File: src/hw/curtain_pkg.sv
//////////////////////////////////////////////////////////////////////////////
// Purpose: shared constants and types for the curtain reset and indication block
// Assumes: 20 MHz system clock, 8-bit AXI4-Lite byte addresses
// Notes: times are kept in ms, cycle counts are derived from the clock rate
//////////////////////////////////////////////////////////////////////////////
package curtain_pkg;

  // clock and documented times
  localparam int CLK_HZ = 20_000_000;
  localparam int RESET_MIN_MS = 250;
  localparam int RESET_MAX_MS = 2000;
  localparam int POWER_OFF_MS = 2000;
  localparam int FLASH_HALF_MS = 250;

  // derived cycle counts (all divide exactly at this rate)
  localparam int RESET_MIN_CYC = (CLK_HZ / 1000) * RESET_MIN_MS;
  localparam int RESET_MAX_CYC = (CLK_HZ / 1000) * RESET_MAX_MS;
  localparam int POWER_OFF_CYC = (CLK_HZ / 1000) * POWER_OFF_MS;
  localparam int FLASH_HALF_CYC = (CLK_HZ / 1000) * FLASH_HALF_MS;
  localparam int TIMER_W = 27;

  // indication sequencing in flash half periods
  localparam logic [2:0] PU_FLASH_STEPS = 3'h6;
  localparam logic [2:0] SCAN_SHOW_STEPS = 3'h4;
  localparam int ZONES = 8;

  // register byte addresses
  localparam logic [7:0] CONFIG_ADDR = 8'h00;
  localparam logic [7:0] STATUS_ADDR = 8'h04;
  localparam logic [7:0] EVENTS_ADDR = 8'h08;

  // config fields and reset value
  localparam int CFG_LATCH_BIT = 0;
  localparam int CFG_RR_BIT = 1;
  localparam int CFG_SCAN_BIT = 2;
  localparam logic [2:0] CONFIG_RESET = 3'h0;

  // event fields
  localparam int EVT_ACCEPT = 0;
  localparam int EVT_SHORT = 1;
  localparam int EVT_LONG = 2;
  localparam int EVT_LOCKOUT = 3;
  localparam int EVT_PWRCYC = 4;
  localparam int EVT_W = 5;

  // bus responses
  localparam logic [1:0] RESP_OKAY = 2'h0;
  localparam logic [1:0] RESP_SLVERR = 2'h2;

  typedef enum logic [2:0] {RX_POWERUP, RX_ALIGN, RX_RUN, RX_LATCHED, RX_LOCKOUT} rx_state_t;
  typedef enum logic [1:0] {TX_POWERUP, TX_RUN, TX_LOCKOUT} tx_state_t;
  typedef enum logic [2:0] {DISP_BLANK, DISP_SETTING, DISP_ERROR, DISP_COUNT, DISP_SCAN,
                            DISP_ALT} disp_kind_t;

endpackage

File: src/hw/curtain_reset_ctrl.sv
//////////////////////////////////////////////////////////////////////////////
// Purpose: reset qualification, lockout handling and indicators of a light curtain
// Assumes: beam, fault and self-test inputs come from logic on aclk
// Notes: registers over AXI4-Lite; power loss is seen on the supply_ok pin
//
// Function
// - manual reset needs closure of 0.25 s to 2 s, then reopening.
// - only a full open-closed-open sequence resets; a held switch never does.
// - closure beyond the maximum discards the attempt; state unchanged.
// - lockout forces both safety switching outputs off throughout; here only receiver lockout does, emitter lockout leaves them as they are.
// - lockout flashes status red and shows an error code.
// - internal lockout leaves only when fault clear and a valid reset or a power cycle occurs.
// - trip needs reset only after lockout; latch at power-up, latch, lockout.
// - supply off over 2 s then on clears lockout if cause gone.
// - emitter has no reset input; only a power cycle ends its lockout.
// - reset indicator steady in run, flashing while waiting for reset; here flashes only latched and clear, steady if blocked, dark in lockout.
// - status green outputs on, red off, flash red lockout, flash green reduced.
// - eight zones: green clear, red blocked, flashing green blanked.
// - display shows setting, error code, blocked beams, scan code briefly.
// - emitter status single red flash, green, flash green test, flash red lockout.
// - emitter digit shows error in lockout and scan code briefly.
// - power-up flashes scan code three times alternating with another symbol.
// - zone one shows beam synchronisation status.
// - trip mode turns outputs on automatically once self-test and beams clear.
//////////////////////////////////////////////////////////////////////////////
//
// The register addresses and the AXI4-Lite register port are this design's own decisions.
`timescale 1ns/1ps
module curtain_reset_ctrl
  import curtain_pkg::*;
#(
  parameter int RESET_MIN = RESET_MIN_CYC,
  parameter int RESET_MAX = RESET_MAX_CYC,
  parameter int POWER_OFF = POWER_OFF_CYC,
  parameter int FLASH_HALF = FLASH_HALF_CYC
) (
  // clock and reset
  input wire logic aclk,
  input wire logic aresetn,
  // axi4-lite write
  input wire logic [7:0] awaddr,
  input wire logic awvalid,
  output logic awready,
  input wire logic [31:0] wdata,
  input wire logic [3:0] wstrb,
  input wire logic wvalid,
  output logic wready,
  output logic [1:0] bresp,
  output logic bvalid,
  input wire logic bready,
  // axi4-lite read
  input wire logic [7:0] araddr,
  input wire logic arvalid,
  output logic arready,
  output logic [31:0] rdata,
  output logic [1:0] rresp,
  output logic rvalid,
  input wire logic rready,
  // external pins
  input wire logic reset_sw_closed,
  input wire logic supply_ok,
  input wire logic test_sw_open,
  // receiver scanning logic
  input wire logic rx_selftest_pass,
  input wire logic sync_ok,
  input wire logic [ZONES-1:0] zone_blocked,
  input wire logic [ZONES-1:0] zone_blanked,
  input wire logic [7:0] blocked_beams,
  input wire logic rx_fault,
  input wire logic [7:0] rx_error_code,
  // emitter logic
  input wire logic tx_selftest_pass,
  input wire logic tx_fault,
  input wire logic [3:0] tx_error_code,
  // safety outputs
  output logic [1:0] safety_switching_outputs,
  // receiver indicators
  output logic rx_status_red,
  output logic rx_status_green,
  output logic rx_reset_ind,
  output logic [ZONES-1:0] zone_red,
  output logic [ZONES-1:0] zone_green,
  output disp_kind_t rx_disp_kind,
  output logic [7:0] rx_disp_value,
  // emitter indicators
  output logic tx_status_red,
  output logic tx_status_green,
  output disp_kind_t tx_disp_kind,
  output logic [7:0] tx_disp_value
);

  localparam logic [TIMER_W-1:0] POWER_OFF_V = TIMER_W'(POWER_OFF);
  localparam logic [TIMER_W-1:0] FLASH_LAST = TIMER_W'(FLASH_HALF - 1);

  //////////////////////////////////////////////////////////////////////////////
  // pin synchronisers
  logic [2:0] pin_meta_reg;
  logic [2:0] pin_sync_reg;
  always_ff @(posedge aclk) begin
    if (!aresetn) begin
      pin_meta_reg <= 3'h0;
      pin_sync_reg <= 3'h0;
    end else begin
      pin_meta_reg <= {reset_sw_closed, supply_ok, test_sw_open};
      pin_sync_reg <= pin_meta_reg;
    end
  end
  wire sw_closed_s = pin_sync_reg[2];
  wire supply_s = pin_sync_reg[1];
  wire test_open_s = pin_sync_reg[0];

  //////////////////////////////////////////////////////////////////////////////
  // manual reset qualifier
  logic reset_ok;
  logic reset_short;
  logic reset_long;
  logic sw_armed;
  reset_qualifier #(
    .MIN_CYC(RESET_MIN),
    .MAX_CYC(RESET_MAX),
    .W(TIMER_W)
  ) u_qual (
    .aclk(aclk),
    .aresetn(aresetn),
    .closed(sw_closed_s),
    .ok(reset_ok),
    .too_short(reset_short),
    .too_long(reset_long),
    .armed(sw_armed)
  );

  //////////////////////////////////////////////////////////////////////////////
  // timers: supply outage, flash divider, display sequencing
  logic [TIMER_W-1:0] off_cnt_reg;
  logic [TIMER_W-1:0] flash_cnt_reg;
  logic flash_reg;
  logic [2:0] pu_step_reg;
  logic [2:0] scan_left_reg;
  logic scan_prev_reg;
  logic [2:0] cfg_reg;
  wire latch_mode = cfg_reg[CFG_LATCH_BIT];
  wire rr_mode = cfg_reg[CFG_RR_BIT];
  wire scan_two = cfg_reg[CFG_SCAN_BIT];
  wire flash_tick = (flash_cnt_reg == FLASH_LAST);
  // power cycle seen when supply returns after a long outage
  wire power_cycle = supply_s & (off_cnt_reg > POWER_OFF_V);
  wire seq_done = (pu_step_reg == PU_FLASH_STEPS);
  wire scan_shown = (scan_left_reg != 3'h0);
  wire all_clear = sync_ok & (zone_blocked == '0);

  // outage counter saturates just past the limit
  always_ff @(posedge aclk) begin
    if (!aresetn || supply_s) begin
      off_cnt_reg <= '0;
    end else if (off_cnt_reg <= POWER_OFF_V) begin
      off_cnt_reg <= off_cnt_reg + 1'b1;
    end
  end

  // flash phase divider, one enable pulse per half period
  always_ff @(posedge aclk) begin
    if (!aresetn) begin
      flash_cnt_reg <= '0;
      flash_reg <= 1'b0;
    end else if (flash_tick) begin
      flash_cnt_reg <= '0;
      flash_reg <= ~flash_reg;
    end else begin
      flash_cnt_reg <= flash_cnt_reg + 1'b1;
    end
  end

  // power-up steps and brief scan code after a change
  always_ff @(posedge aclk) begin
    if (!aresetn || power_cycle) begin
      pu_step_reg <= 3'h0;
      scan_left_reg <= 3'h0;
      scan_prev_reg <= scan_two;
    end else begin
      scan_prev_reg <= scan_two;
      if (flash_tick && !seq_done) begin
        pu_step_reg <= pu_step_reg + 3'h1;
      end
      if (scan_two != scan_prev_reg) begin
        scan_left_reg <= SCAN_SHOW_STEPS;
      end else if (flash_tick && scan_shown) begin
        scan_left_reg <= scan_left_reg - 3'h1;
      end
    end
  end

  //////////////////////////////////////////////////////////////////////////////
  // receiver and emitter state machines
  rx_state_t rx_state_reg;
  rx_state_t rx_state_next;
  tx_state_t tx_state_reg;
  tx_state_t tx_state_next;

  always_comb begin
    rx_state_next = rx_state_reg;
    if (rx_fault) begin
      rx_state_next = RX_LOCKOUT;
    // long outage restarts when the cause is gone
    end else if (power_cycle) begin
      rx_state_next = RX_POWERUP;
    end else begin
      case (rx_state_reg)
        RX_POWERUP: begin
          if (seq_done && rx_selftest_pass) rx_state_next = RX_ALIGN;
        end
        // trip runs once clear; latch waits for reset
        RX_ALIGN: begin
          if (all_clear) rx_state_next = latch_mode ? RX_LATCHED : RX_RUN;
        end
        RX_RUN: begin
          if (!all_clear) rx_state_next = latch_mode ? RX_LATCHED : RX_ALIGN;
        end
        RX_LATCHED: begin
          if (reset_ok && all_clear) rx_state_next = RX_RUN;
        end
        RX_LOCKOUT: begin
          if (reset_ok) rx_state_next = RX_ALIGN;
        end
        default: rx_state_next = RX_LOCKOUT;
      endcase
    end
  end

  always_comb begin
    tx_state_next = tx_state_reg;
    if (tx_fault) begin
      tx_state_next = TX_LOCKOUT;
    // emitter leaves lockout only by power cycle
    end else if (power_cycle) begin
      tx_state_next = TX_POWERUP;
    end else begin
      case (tx_state_reg)
        TX_POWERUP: begin
          if (seq_done && tx_selftest_pass) tx_state_next = TX_RUN;
        end
        TX_RUN: tx_state_next = TX_RUN;
        TX_LOCKOUT: tx_state_next = TX_LOCKOUT;
        default: tx_state_next = TX_LOCKOUT;
      endcase
    end
  end

  always_ff @(posedge aclk) begin
    if (!aresetn) begin
      rx_state_reg <= RX_POWERUP;
      tx_state_reg <= TX_POWERUP;
    end else begin
      rx_state_reg <= rx_state_next;
      tx_state_reg <= tx_state_next;
    end
  end

  //////////////////////////////////////////////////////////////////////////////
  // indicator and output values, taken from the next state
  wire rx_lock_n = (rx_state_next == RX_LOCKOUT);
  wire rx_pu_n = (rx_state_next == RX_POWERUP);
  wire pu_first = (pu_step_reg == 3'h0);
  // outputs only in run with supply present
  wire ssw_next = (rx_state_next == RX_RUN) & supply_s;
  wire rx_red_next = rx_pu_n ? pu_first : rx_lock_n ? flash_reg : ~ssw_next;
  wire rx_green_next = ssw_next & (~rr_mode | flash_reg);
  wire rx_rst_next = (rx_state_next == RX_RUN) |
                     ((rx_state_next == RX_LATCHED) & (~all_clear | flash_reg));
  // zones; zone one alone shows lost synchronisation
  wire [ZONES-1:0] zr_next = rx_lock_n ? '0 : rx_pu_n ? {ZONES{pu_first}} :
                             !sync_ok ? ZONES'(1) : zone_blocked;
  wire [ZONES-1:0] zg_next = (rx_lock_n || rx_pu_n || !sync_ok) ? '0 :
                             ~zone_blocked & ~(zone_blanked & {ZONES{~flash_reg}});
  // scan code alternating with a second symbol
  wire disp_kind_t pu_kind = pu_step_reg[0] ? DISP_ALT : DISP_SCAN;
  wire [7:0] scan_val = {7'h0, scan_two};
  // error code in lockout; setting, count or scan code
  wire disp_kind_t rxk_next = rx_pu_n ? pu_kind : rx_lock_n ? DISP_ERROR :
                              scan_shown ? DISP_SCAN : all_clear ? DISP_SETTING : DISP_COUNT;
  wire [7:0] rxv_next = (rx_pu_n || scan_shown) && !rx_lock_n ? scan_val :
                        rx_lock_n ? rx_error_code : all_clear ? {7'h0, latch_mode} :
                        blocked_beams;
  wire tx_lock_n = (tx_state_next == TX_LOCKOUT);
  wire tx_pu_n = (tx_state_next == TX_POWERUP);
  wire tx_red_next = tx_pu_n ? pu_first : tx_lock_n & flash_reg;
  wire tx_green_next = (tx_state_next == TX_RUN) & (~test_open_s | flash_reg);
  wire disp_kind_t txk_next = tx_pu_n ? pu_kind : tx_lock_n ? DISP_ERROR :
                              scan_shown ? DISP_SCAN : DISP_SETTING;
  wire [7:0] txv_next = tx_lock_n ? {4'h0, tx_error_code} :
                        (tx_pu_n || scan_shown) ? scan_val : 8'h00;

  always_ff @(posedge aclk) begin
    if (!aresetn) begin
      safety_switching_outputs <= 2'h0;
      {rx_status_red, rx_status_green, rx_reset_ind} <= 3'h0;
      {zone_red, zone_green} <= '0;
      {tx_status_red, tx_status_green} <= 2'h0;
      rx_disp_kind <= DISP_BLANK;
      tx_disp_kind <= DISP_BLANK;
      rx_disp_value <= 8'h00;
      tx_disp_value <= 8'h00;
    end else begin
      safety_switching_outputs <= {2{ssw_next}};
      {rx_status_red, rx_status_green, rx_reset_ind} <= {rx_red_next, rx_green_next,
                                                          rx_rst_next};
      {zone_red, zone_green} <= {zr_next, zg_next};
      {tx_status_red, tx_status_green} <= {tx_red_next, tx_green_next};
      rx_disp_kind <= rxk_next;
      tx_disp_kind <= txk_next;
      rx_disp_value <= rxv_next;
      tx_disp_value <= txv_next;
    end
  end

  //////////////////////////////////////////////////////////////////////////////
  // axi4-lite slave: address and data taken together, one of each at a time
  logic [EVT_W-1:0] evt_reg;
  logic [31:0] rdata_reg;
  logic [1:0] rresp_reg;
  logic [1:0] bresp_reg;
  logic bvalid_reg;
  logic rvalid_reg;
  wire wr_take = awvalid & wvalid & ~bvalid_reg;
  wire rd_take = arvalid & ~rvalid_reg;
  wire wr_map = (awaddr == CONFIG_ADDR) | (awaddr == STATUS_ADDR) | (awaddr == EVENTS_ADDR);
  wire rd_map = (araddr == CONFIG_ADDR) | (araddr == STATUS_ADDR) | (araddr == EVENTS_ADDR);
  wire wr_cfg = wr_take & (awaddr == CONFIG_ADDR) & wstrb[0];
  wire wr_evt = wr_take & (awaddr == EVENTS_ADDR) & wstrb[0];
  wire lock_enter = (rx_lock_n & (rx_state_reg != RX_LOCKOUT)) |
                    (tx_lock_n & (tx_state_reg != TX_LOCKOUT));
  // new events win over a clear in the same cycle
  wire [EVT_W-1:0] evt_set = {power_cycle, lock_enter, reset_long, reset_short, reset_ok};
  wire [EVT_W-1:0] evt_next = (evt_reg & ~(wr_evt ? wdata[EVT_W-1:0] : '0)) | evt_set;
  wire [31:0] status_word = {22'h0, supply_s, sw_armed, sw_closed_s,
                             (rx_state_reg == RX_LATCHED) | (rx_state_reg == RX_LOCKOUT),
                             safety_switching_outputs[0], tx_state_reg, rx_state_reg};
  wire [31:0] rd_word = (araddr == CONFIG_ADDR) ? {29'h0, cfg_reg} :
                        (araddr == STATUS_ADDR) ? status_word :
                        (araddr == EVENTS_ADDR) ? {27'h0, evt_reg} : 32'h0;

  assign awready = wr_take;
  assign wready = wr_take;
  assign arready = ~rvalid_reg;
  assign bvalid = bvalid_reg;
  assign bresp = bresp_reg;
  assign rvalid = rvalid_reg;
  assign rdata = rdata_reg;
  assign rresp = rresp_reg;

  // register file
  always_ff @(posedge aclk) begin
    if (!aresetn) begin
      cfg_reg <= CONFIG_RESET;
      evt_reg <= '0;
    end else begin
      if (wr_cfg) cfg_reg <= wdata[2:0];
      evt_reg <= evt_next;
    end
  end

  // write response and read data channels
  always_ff @(posedge aclk) begin
    if (!aresetn) begin
      bvalid_reg <= 1'b0;
      bresp_reg <= RESP_OKAY;
      rvalid_reg <= 1'b0;
      rdata_reg <= 32'h0;
      rresp_reg <= RESP_OKAY;
    end else begin
      if (wr_take) begin
        bvalid_reg <= 1'b1;
        bresp_reg <= wr_map ? RESP_OKAY : RESP_SLVERR;
      end else if (bready) begin
        bvalid_reg <= 1'b0;
      end
      if (rd_take) begin
        rvalid_reg <= 1'b1;
        rdata_reg <= rd_word;
        rresp_reg <= rd_map ? RESP_OKAY : RESP_SLVERR;
      end else if (rready) begin
        rvalid_reg <= 1'b0;
      end
    end
  end
endmodule // curtain_reset_ctrl

File: src/hw/reset_qualifier.sv
//////////////////////////////////////////////////////////////////////////////
// Purpose: judges one open-closed-open cycle of the manual reset switch
// Assumes: closed is already synchronised to aclk
// Notes: the verdict is given on the cycle the switch reopens
//////////////////////////////////////////////////////////////////////////////
`timescale 1ns/1ps
module reset_qualifier #(
  parameter int MIN_CYC = 5_000_000,
  parameter int MAX_CYC = 40_000_000,
  parameter int W = 27
) (
  // clock and reset
  input wire logic aclk,
  input wire logic aresetn,
  // switch level
  input wire logic closed,
  // verdicts as one-cycle pulses, and the armed level
  output logic ok,
  output logic too_short,
  output logic too_long,
  output logic armed
);

  localparam logic [W-1:0] MIN_V = W'(MIN_CYC);
  localparam logic [W-1:0] MAX_V = W'(MAX_CYC);

  logic [W-1:0] cnt_reg;
  logic armed_reg;
  logic closed_d_reg;
  wire release_evt = closed_d_reg & ~closed & armed_reg;

  // arm only after an open switch is seen, then time the closure
  // arm, then saturate
  always_ff @(posedge aclk) begin
    if (!aresetn) begin
      cnt_reg <= '0;
      armed_reg <= 1'b0;
      closed_d_reg <= 1'b0;
    end else begin
      closed_d_reg <= closed;
      if (!closed) begin
        armed_reg <= 1'b1;
        cnt_reg <= '0;
      end else if (armed_reg && cnt_reg <= MAX_V) begin
        cnt_reg <= cnt_reg + 1'b1;
      end
    end
  end

  assign ok = release_evt & (cnt_reg >= MIN_V) & (cnt_reg <= MAX_V);
  assign too_short = release_evt & (cnt_reg < MIN_V);
  assign too_long = release_evt & (cnt_reg > MAX_V);
  assign armed = armed_reg;
endmodule // reset_qualifier

File: config.mk
export PLATFORM = sky130hd
export DESIGN_NAME = curtain_reset_ctrl
export DESIGN_NICKNAME = d
export VERILOG_FILES = /design/src/hw/curtain_pkg.sv /design/src/hw/curtain_reset_ctrl.sv /design/src/hw/reset_qualifier.sv
export SDC_FILE = /design/constraint.sdc
export NUM_CORES = 1
export LEC_CHECK = 0
export ABC_AREA = 0
export BUFFER_PORTS_ARGS = -buffer_cell sky130_fd_sc_hd__buf_2
export CORE_AREA = 3 3 155 194
export CTS_BUF_LIST = sky130_fd_sc_hd__clkbuf_2 sky130_fd_sc_hd__clkbuf_4 sky130_fd_sc_hd__clkbuf_8
export DETAILED_ROUTE_END_ITERATION = 6
export DIE_AREA = 0 0 158 197
export GPL_TIMING_DRIVEN = 0
export PLACE_DENSITY = 0.51
export SYNTH_ARGS = -nofsm -noshare
export SYNTH_HDL_FRONTEND = slang
export SYNTH_SLANG_ARGS = --single-unit
export TNS_END_PERCENT = 5
File: constraint.sdc
create_clock -name aclk -period 2.8 [get_ports aclk]
set_clock_uncertainty 0.05 [all_clocks]
set_input_delay 0.28 -clock aclk [delete_from_list [all_inputs] [get_ports aclk]]
set_output_delay 0.28 -clock aclk [all_outputs]
set_load 0.01 [all_outputs]
==> results of run 1 <==
-- repair_timing --
item                                    in CTS  in global routing
buffers inserted                             0                  5
pin swaps                                    2                  9
endpoints found under the hold margin       18                  0
endpoints found under the setup margin       9                 56
hold buffers                                26                  0
resized for setup                            2                 18
-- cell families after synthesis --
logic type | Yosys count | synth area share, %
and+or+nand+nor | 371 | 26.0
AOI/OAI and AO/OA | 168 | 15.3
buffers and inverters | 99 | 6.60
muxes | 8 | 1.05
other | 1 | 0.0493
DFF | 164 | 43.2
xor gates and xnor gates | 54 | 6.22
adders and majority gates | 10 | 1.64
-- area by class of cell --
type	count	area (µm²)	area share [%]
Multi-Input combinational cell	639	4020	41.9
Sequential cell	164	3280	34.2
Timing Repair Buffer	158	933	9.73
Tap cell	355	444	4.63
Buffer	64	372	3.87
Clock buffer	20	263	2.74
Clock inverter	12	148	1.54
Inverter	35	131	1.37
-- worst reg2reg max path: cells and delay by family, from the launching register on --
kind / cells / cell delay [ns]
AOI/OAI and AO/OA: 3 / 1.11
and+or+nand+nor: 3 / 0.89
DFF: 1 / 0.35
adders and majority gates: 1 / 0.14
buffers and inverters: 1 / 0.07
-- per-layer routing --
metal	GRT usage (%)	up-vias
li1	-	3466
met1	16.8	3091
met2	24.1	171
met3	2.97	22
met4	4.37	0
met5	0	-
-- worst min-delay path by stage --
stage	start	to	slack (ns)	cells after the start
6_report	awaddr[3]	bresp[1]$_SDFFE_PN0P_	0.04	3
5_1_grt	rx_error_code[7]	rx_disp_value[7]$_SDFF_PP0_	0.006	3
3_5_place_dp	pin_sync_reg[0]$_SDFF_PN0_	tx_status_green$_SDFF_PN0_	0.37	1
2_1_floorplan	zone_blocked[0]	zone_green[0]$_SDFF_PP0_	0.30	1
3_3_place_gp	pin_sync_reg[0]$_SDFF_PN0_	tx_status_green$_SDFF_PN0_	0.37	1
4_1_cts	awaddr[3]	bresp[1]$_SDFFE_PN0P_	0.0007	3
-- stage by stage --
step / hold slack [ns] / setup slack [ns] / area [µm²]
final: 0.0413 / 0.0909 / 9590
after global routing: 0.00593 / -0.0413 / 9590
after CTS: 0.000718 / -0.0165 / 9470
after detailed placement: 0.369 / -0.0707 / 8790
after global placement: 0.370 / -0.0523 / 8790
after floorplan: 0.303 / 0.298 / 7710
-- cell usage after synthesis (8+ instances only) --
cell type | instances | area (µm²)
clkbuf_1 | 26 | 97.6
nand2_1 | 59 | 221
o21ai_0 | 37 | 185
xor2_1 | 19 | 166
dfxtp_1 | 164 | 3280
nor3_1 | 27 | 135
and3_1 | 22 | 138
or3_1 | 26 | 163
buf_4 | 32 | 240
mux2i_1 | 8 | 80.1
nand4_1 | 22 | 138
a22oi_1 | 13 | 97.6
xnor2_1 | 35 | 307
and2_1 | 13 | 81.3
a211oi_1 | 14 | 105
nor4_1 | 8 | 50.1
nor2_1 | 112 | 420
a21oi_1 | 52 | 260
ha_1 | 10 | 125
nand3_1 | 33 | 165
inv_1 | 34 | 128
-- report_power, final --
| group | leakage [nW] | switching [mW] | total (mW) | internal (mW) |
|---|---|---|---|---|
| clock | 0.203 | 0.949 | 1.80 | 0.854 |
| sequential | 1.33 | 0.0232 | 2.40 | 2.37 |
| combinational | 2.24 | 0.225 | 0.402 | 0.176 |
| total | 3.77 | 1.20 | 4.60 | 3.40 |
==> summary.txt, run 1 <==
Critical path
  – CP required: 3.12 ns
  – FF-to-FF End: rx_disp_value[7]$_SDFF_PP0_
  – WP data arrival: 3.03 ns
  – R2r startpoint: off_cnt_reg[0]$_SDFFE_PP0P_
  – R2R depth: 8
  – Crit path kind: reg -> reg
  – CP Capture Type: register
  – Cell depth of the worst setup path: 8
  – CP max FO: 10
  – CP max-delay cell: or4b_1
  – Crit path launch: off_cnt_reg[0]$_SDFFE_PP0P_
  – Crit path buffers/inverters: 1
  – CP max stage delay: 0.49 ns
  – Reg2reg setup slack: 0.09 ns
  – Startpoint types: register
  – Critical-path cell list: inv_1, ha_1, or4b_1, o41a_1, o221a_4, nor2_8, nand4_4, a221oi_1
  – Crit path max-delay family: compound AO/OA/AOI/OAI gates
  – Critical path destination: rx_disp_value[7]$_SDFF_PP0_

Drt
  – DR WL met3: 1110 µm
  – M1 WL: 9640 µm
  – Remaining antenna violation count after routing: 0
  – DR WL/cell: 14.8 µm
  – DR vias: 6,750
  – Met2 Wirelength: 10,300 µm
  – Top sig layer: met4
  – Drt pass-1 iters: 5
  – # DRC: 0
  – Avg Vias per Cell: 4.66
  – 1st-iter DRT viols: 317
  – WL final: 21,500 µm

Hold path
  – Hold/Removal Path Class: in -> reg

Clock tree
  – Later-pin clock latency in the skew report: 0.47 ns
  – H-tree levels: 4
  – Clock-pin slew on the worst setup and hold paths: 0.10 ns
  – CTS max path bufs: 2
  – Clock Sinks: 164
  – Cts bufs inserted: 17
  – Root Buffer: clkbuf_8
  – CTS tree: done

Yosys
  – Distinct cell type count of the synthesized netlist: 78
  – Yosys warning count: 0
  – Sequential area share after synthesis: 43.2%
  – Main synth FF type: dfxtp_1
  – Syn Inst Count: 875
  – Yosys reg bits: 164
  – EDFF count, synth: 0
  – Post-synth ARST share: 0%
  – Synthesized area per cell: 8.69 µm²
  – Post-Syn Area: 7610 µm²

Die
  – Num rows: 69
  – Initial Util: 26.8%
  – Die Area: 31,100 µm²
  – Die W: 158 µm
  – CORE AREA: 28,400 µm²
  – Top-Level Pins: 189
  – Chip Height: 197 µm

STA
  – Final setup fails: 0
  – Tmin final: 2.71 ns
  – RSZ-0062 raised after global routing: yes
  – Slew @ Worst Pin: 0.805 ns
  – Max Fclk: 369 MHz
  – Slew Limit Fails: 0
  – Slew headroom: 46.3%
  – Fin crit share: 96.8%
  – Fin. Hold Viols: 0
  – Final setup TNS: 0 ns

Cells and area
  – N_diodes: 0
  – Area Growth Syn to Fin: 26.1%
  – Most common cell after layout, fill and taps aside: dfxtp_1
  – Filler Cell Count: 2,973
  – Share of cells above drive strength 1: 21.6%
  – Final nets: 1,192
  – Util after Layout: 33.8%
  – Leading cell types in the layout, fill and taps excluded: 164 x dfxtp_1, 129 x buf_2, 112 x nor2_1, 59 x nand2_1, 52 x a21oi_1
  – Post-route insts no fill: 1,447

Pwr
  – Max IR drop VDD: 197 µV
  – PD cells: 480 nW/µm²
  – Total chip power: 4.60 mW
  – Leak Pwr: 3.77 nW

Global routing
  – Largest net degree at the start of global routing: 17
  – GRT overflow: 0
  – Initial antenna violation count: 0
  – GRT Util Overall: 13.8%
  – Vias in the first global route: 6,644
  – First-pass GRT wire length: 34,000 µm

Status
  – Outcome: complete, no violations

Placed design
  – Dpl cells: 1,384
  – Placer congestion estimate: 0.816
  – Port Buf Inserts: 127
  – HPWL after detailed placement: 16,100 µm

Run
  – Max-Cap Viols: 0
Power figures use the tool's default switching activity.
==> run 2: changes to the inputs <==
--- a/config.mk
+++ b/config.mk
@@ -13,6 +13,7 @@
 export DIE_AREA = 0 0 158 197
 export GPL_TIMING_DRIVEN = 0
 export PLACE_DENSITY = 0.51
+export SETUP_SLACK_MARGIN = 0.4
 export SYNTH_ARGS = -nofsm -noshare
 export SYNTH_HDL_FRONTEND = slang
 export SYNTH_SLANG_ARGS = --single-unit
==> run 2 against run 1 <==
Sequential cell count is the same. Fmax is 3.7% higher. Sequential share of layout area down 0.59 points. Final cell count rose by 0.90%. Sequential power hardly changed. Clock power fell by 3%. Final area grew 2.2%. Largest cell class unchanged.
==> summary.txt, run 2 (same netlist as run 1, synthesis figures left out) <==
STA
  – Slew headroom: 49.9%
  – Slew @ Worst Pin: 0.752 ns
  – Tmin final: 2.61 ns
  – RSZ-0062 raised after global routing: yes
  – Max Fclk: 383 MHz
  – Fin. Hold Viols: 0
  – Setup slack after layout: 0.188 ns
  – Fin crit share: 93.3%
  – Slew Limit Fails: 0
  – Final setup fails: 0

Drt
  – DR WL/cell: 15.1 µm
  – # DRC: 0
  – Drt pass-1 iters: 5
  – Avg Vias per Cell: 4.73
  – WL final: 22,000 µm
  – 1st-iter DRT viols: 350
  – Remaining antenna violation count after routing: 0
  – DR vias: 6,902

Critical path
  – Startpoint types: register
  – Critical path destination: rx_disp_value[1]$_SDFF_PP0_
  – Crit path launch: off_cnt_reg[23]$_SDFFE_PP0P_
  – Reg2reg setup slack: 0.19 ns
  – R2R depth: 7
  – Crit path kind: reg -> reg
  – CP max FO: 10
  – CP required: 3.12 ns
  – R2r startpoint: off_cnt_reg[23]$_SDFFE_PP0P_
  – WP data arrival: 2.93 ns
  – CP Capture Type: register
  – FF-to-FF End: rx_disp_value[1]$_SDFF_PP0_

Global routing
  – Initial antenna violation count: 0
  – Largest net degree at the start of global routing: 17
  – Met3 Track Usage GR: 2.46%
  – M2 GR Usage: 24.8%
  – GRT overflow: 0
  – First-pass GRT wire length: 34,400 µm
  – Met1 GRT Util: 16.9%
  – GRT Max-Usage Layer: met2
  – GRT Util Overall: 13.9%
  – Vias in the first global route: 6,687

Pwr
  – Leak Pwr: 3.84 nW
  – PD cells: 466 nW/µm²
  – Max IR drop VDD: 235 µV

Die
  – Top-Level Pins: 189
  – Num rows: 69
  – Die Area: 31,100 µm²
  – Initial Util: 26.8%
  – Die W: 158 µm
  – CORE AREA: 28,400 µm²
  – Chip Height: 197 µm

Cells and area
  – Most common cell after layout, fill and taps aside: dfxtp_1
  – Final nets: 1,206
  – Area Growth Syn to Fin: 28.9%
  – N_diodes: 0
  – Reg area: 3300 µm²
  – Share of cells above drive strength 1: 24.9%
  – Multi-input gate area in the final layout: 4110 µm²
  – Leading cell types in the layout, fill and taps excluded: 154 x dfxtp_1, 131 x buf_2, 112 x nor2_1, 58 x nand2_1, 50 x a21oi_1
  – Post-route insts no fill: 1,460
  – Filler Cell Count: 2,981

Clock tree
  – Root Buffer: clkbuf_8
  – Cts bufs inserted: 17
  – Clock-pin slew on the worst setup and hold paths: 0.09 ns
  – Clock Sinks: 164
  – CTS max path bufs: 2
  – CTS tree: done
  – H-tree levels: 4
  – Later-pin clock latency in the skew report: 0.47 ns

Hold path
  – Hold/Removal Path Class: in -> reg

Placed design
  – Port Buf Inserts: 127
  – HPWL after detailed placement: 16,000 µm
  – Setup WS pre-CTS: -0.0648 ns
  – Dpl cells: 1,384
  – Placer congestion estimate: 0.803

Status
  – Outcome: complete, no violations

Run
  – Max-Cap Viols: 0
run 2: cell types whose count changed in the layout (fill, tap and decap cells not counted), moves of 3 or more:
cell | previous run | this run
dfxtp_2 | 0 | 9
dfxtp_1 | 164 | 154
buf_6 | 1 | 4
clkinv_4 | 5 | 0
buf_4 | 37 | 46
clkinvlp_4 | 2 | 7
run 2: worst min-delay path by stage:
stage / startpoint / to / slack [ns] / cells after the start
4_1_cts: tx_error_code[0] / tx_disp_value[0]$_SDFF_PN0_ / 0.001 / 2
3_5_place_dp: pin_meta_reg[0]$_SDFF_PN0_ / pin_sync_reg[0]$_SDFF_PN0_ / 0.37 / 1
3_3_place_gp: pin_meta_reg[0]$_SDFF_PN0_ / pin_sync_reg[0]$_SDFF_PN0_ / 0.37 / 1
6_report: tx_error_code[0] / tx_disp_value[0]$_SDFF_PN0_ / 0.02 / 2
2_1_floorplan: zone_blocked[0] / zone_green[0]$_SDFF_PP0_ / 0.30 / 1
5_1_grt: tx_error_code[0] / tx_disp_value[0]$_SDFF_PN0_ / 0.01 / 2
run 2: cell type report:
type                       count  area share [%]
buffer                        64            3.84
clock buffer                  17            2.39
clock inverter                14            1.56
inverter                      35            1.35
multi-input combinational    639            41.9
sequential                   164            33.6
tap                          355            4.53
timing repair buffer         172            10.8
run 2: worst max-delay path, stage by stage (launching register included):
cell and delay (ns):
dfxtp_2 0.36, nor4bb_4 0.31, nand4_1 0.19, o41a_1 0.51
o221a_4 0.35, nor2_8 0.16, nand4_4 0.23, a221oi_1 0.35
run 2: routing by layer:
| layer | share of wire, % | wire length, µm | vias up |
|---|---|---|---|
| li1 | - | - | 3487 |
| met1 | 44 | 9720 | 3231 |
| met2 | 51 | 11100 | 158 |
| met3 | 3.9 | 847 | 26 |
| met4 | 1.4 | 303 | 0 |
| met5 | 0 | 0 | - |
run 2: power by group:
group / internal (mW) / total, mW / leakage (nW) / switching, mW
registers: 2.37 / 2.40 / 1.34 / 0.0231
clock network: 0.794 / 1.75 / 0.174 / 0.951
logic: 0.190 / 0.424 / 2.33 / 0.234
run 2: what timing repair did:
item / in CTS / in global routing
hold buffers: 26 / 0
pin swaps: 14 / 2
endpoints found under the hold margin: 19 / 0
endpoints found under the setup margin: 106 / 112
gates cloned: 1 / 0
buffers inserted: 17 / 1
resized for setup: 45 / 14
run 2: per-stage QoR:
step	total power [mW]	hold slack, ns	utilization [%]	setup TNS [ns]	instance area, µm²
floorplan	2.66	0.303	-	0	7710
global placement	2.82	0.369	30.9	-0.165	8790
detailed placement	2.82	0.367	30.9	-0.115	8790
CTS	4.63	0.000980	34.4	0	9770
global route	4.77	0.0149	34.5	0	9810
finish	4.57	0.0226	34.5	0	9810
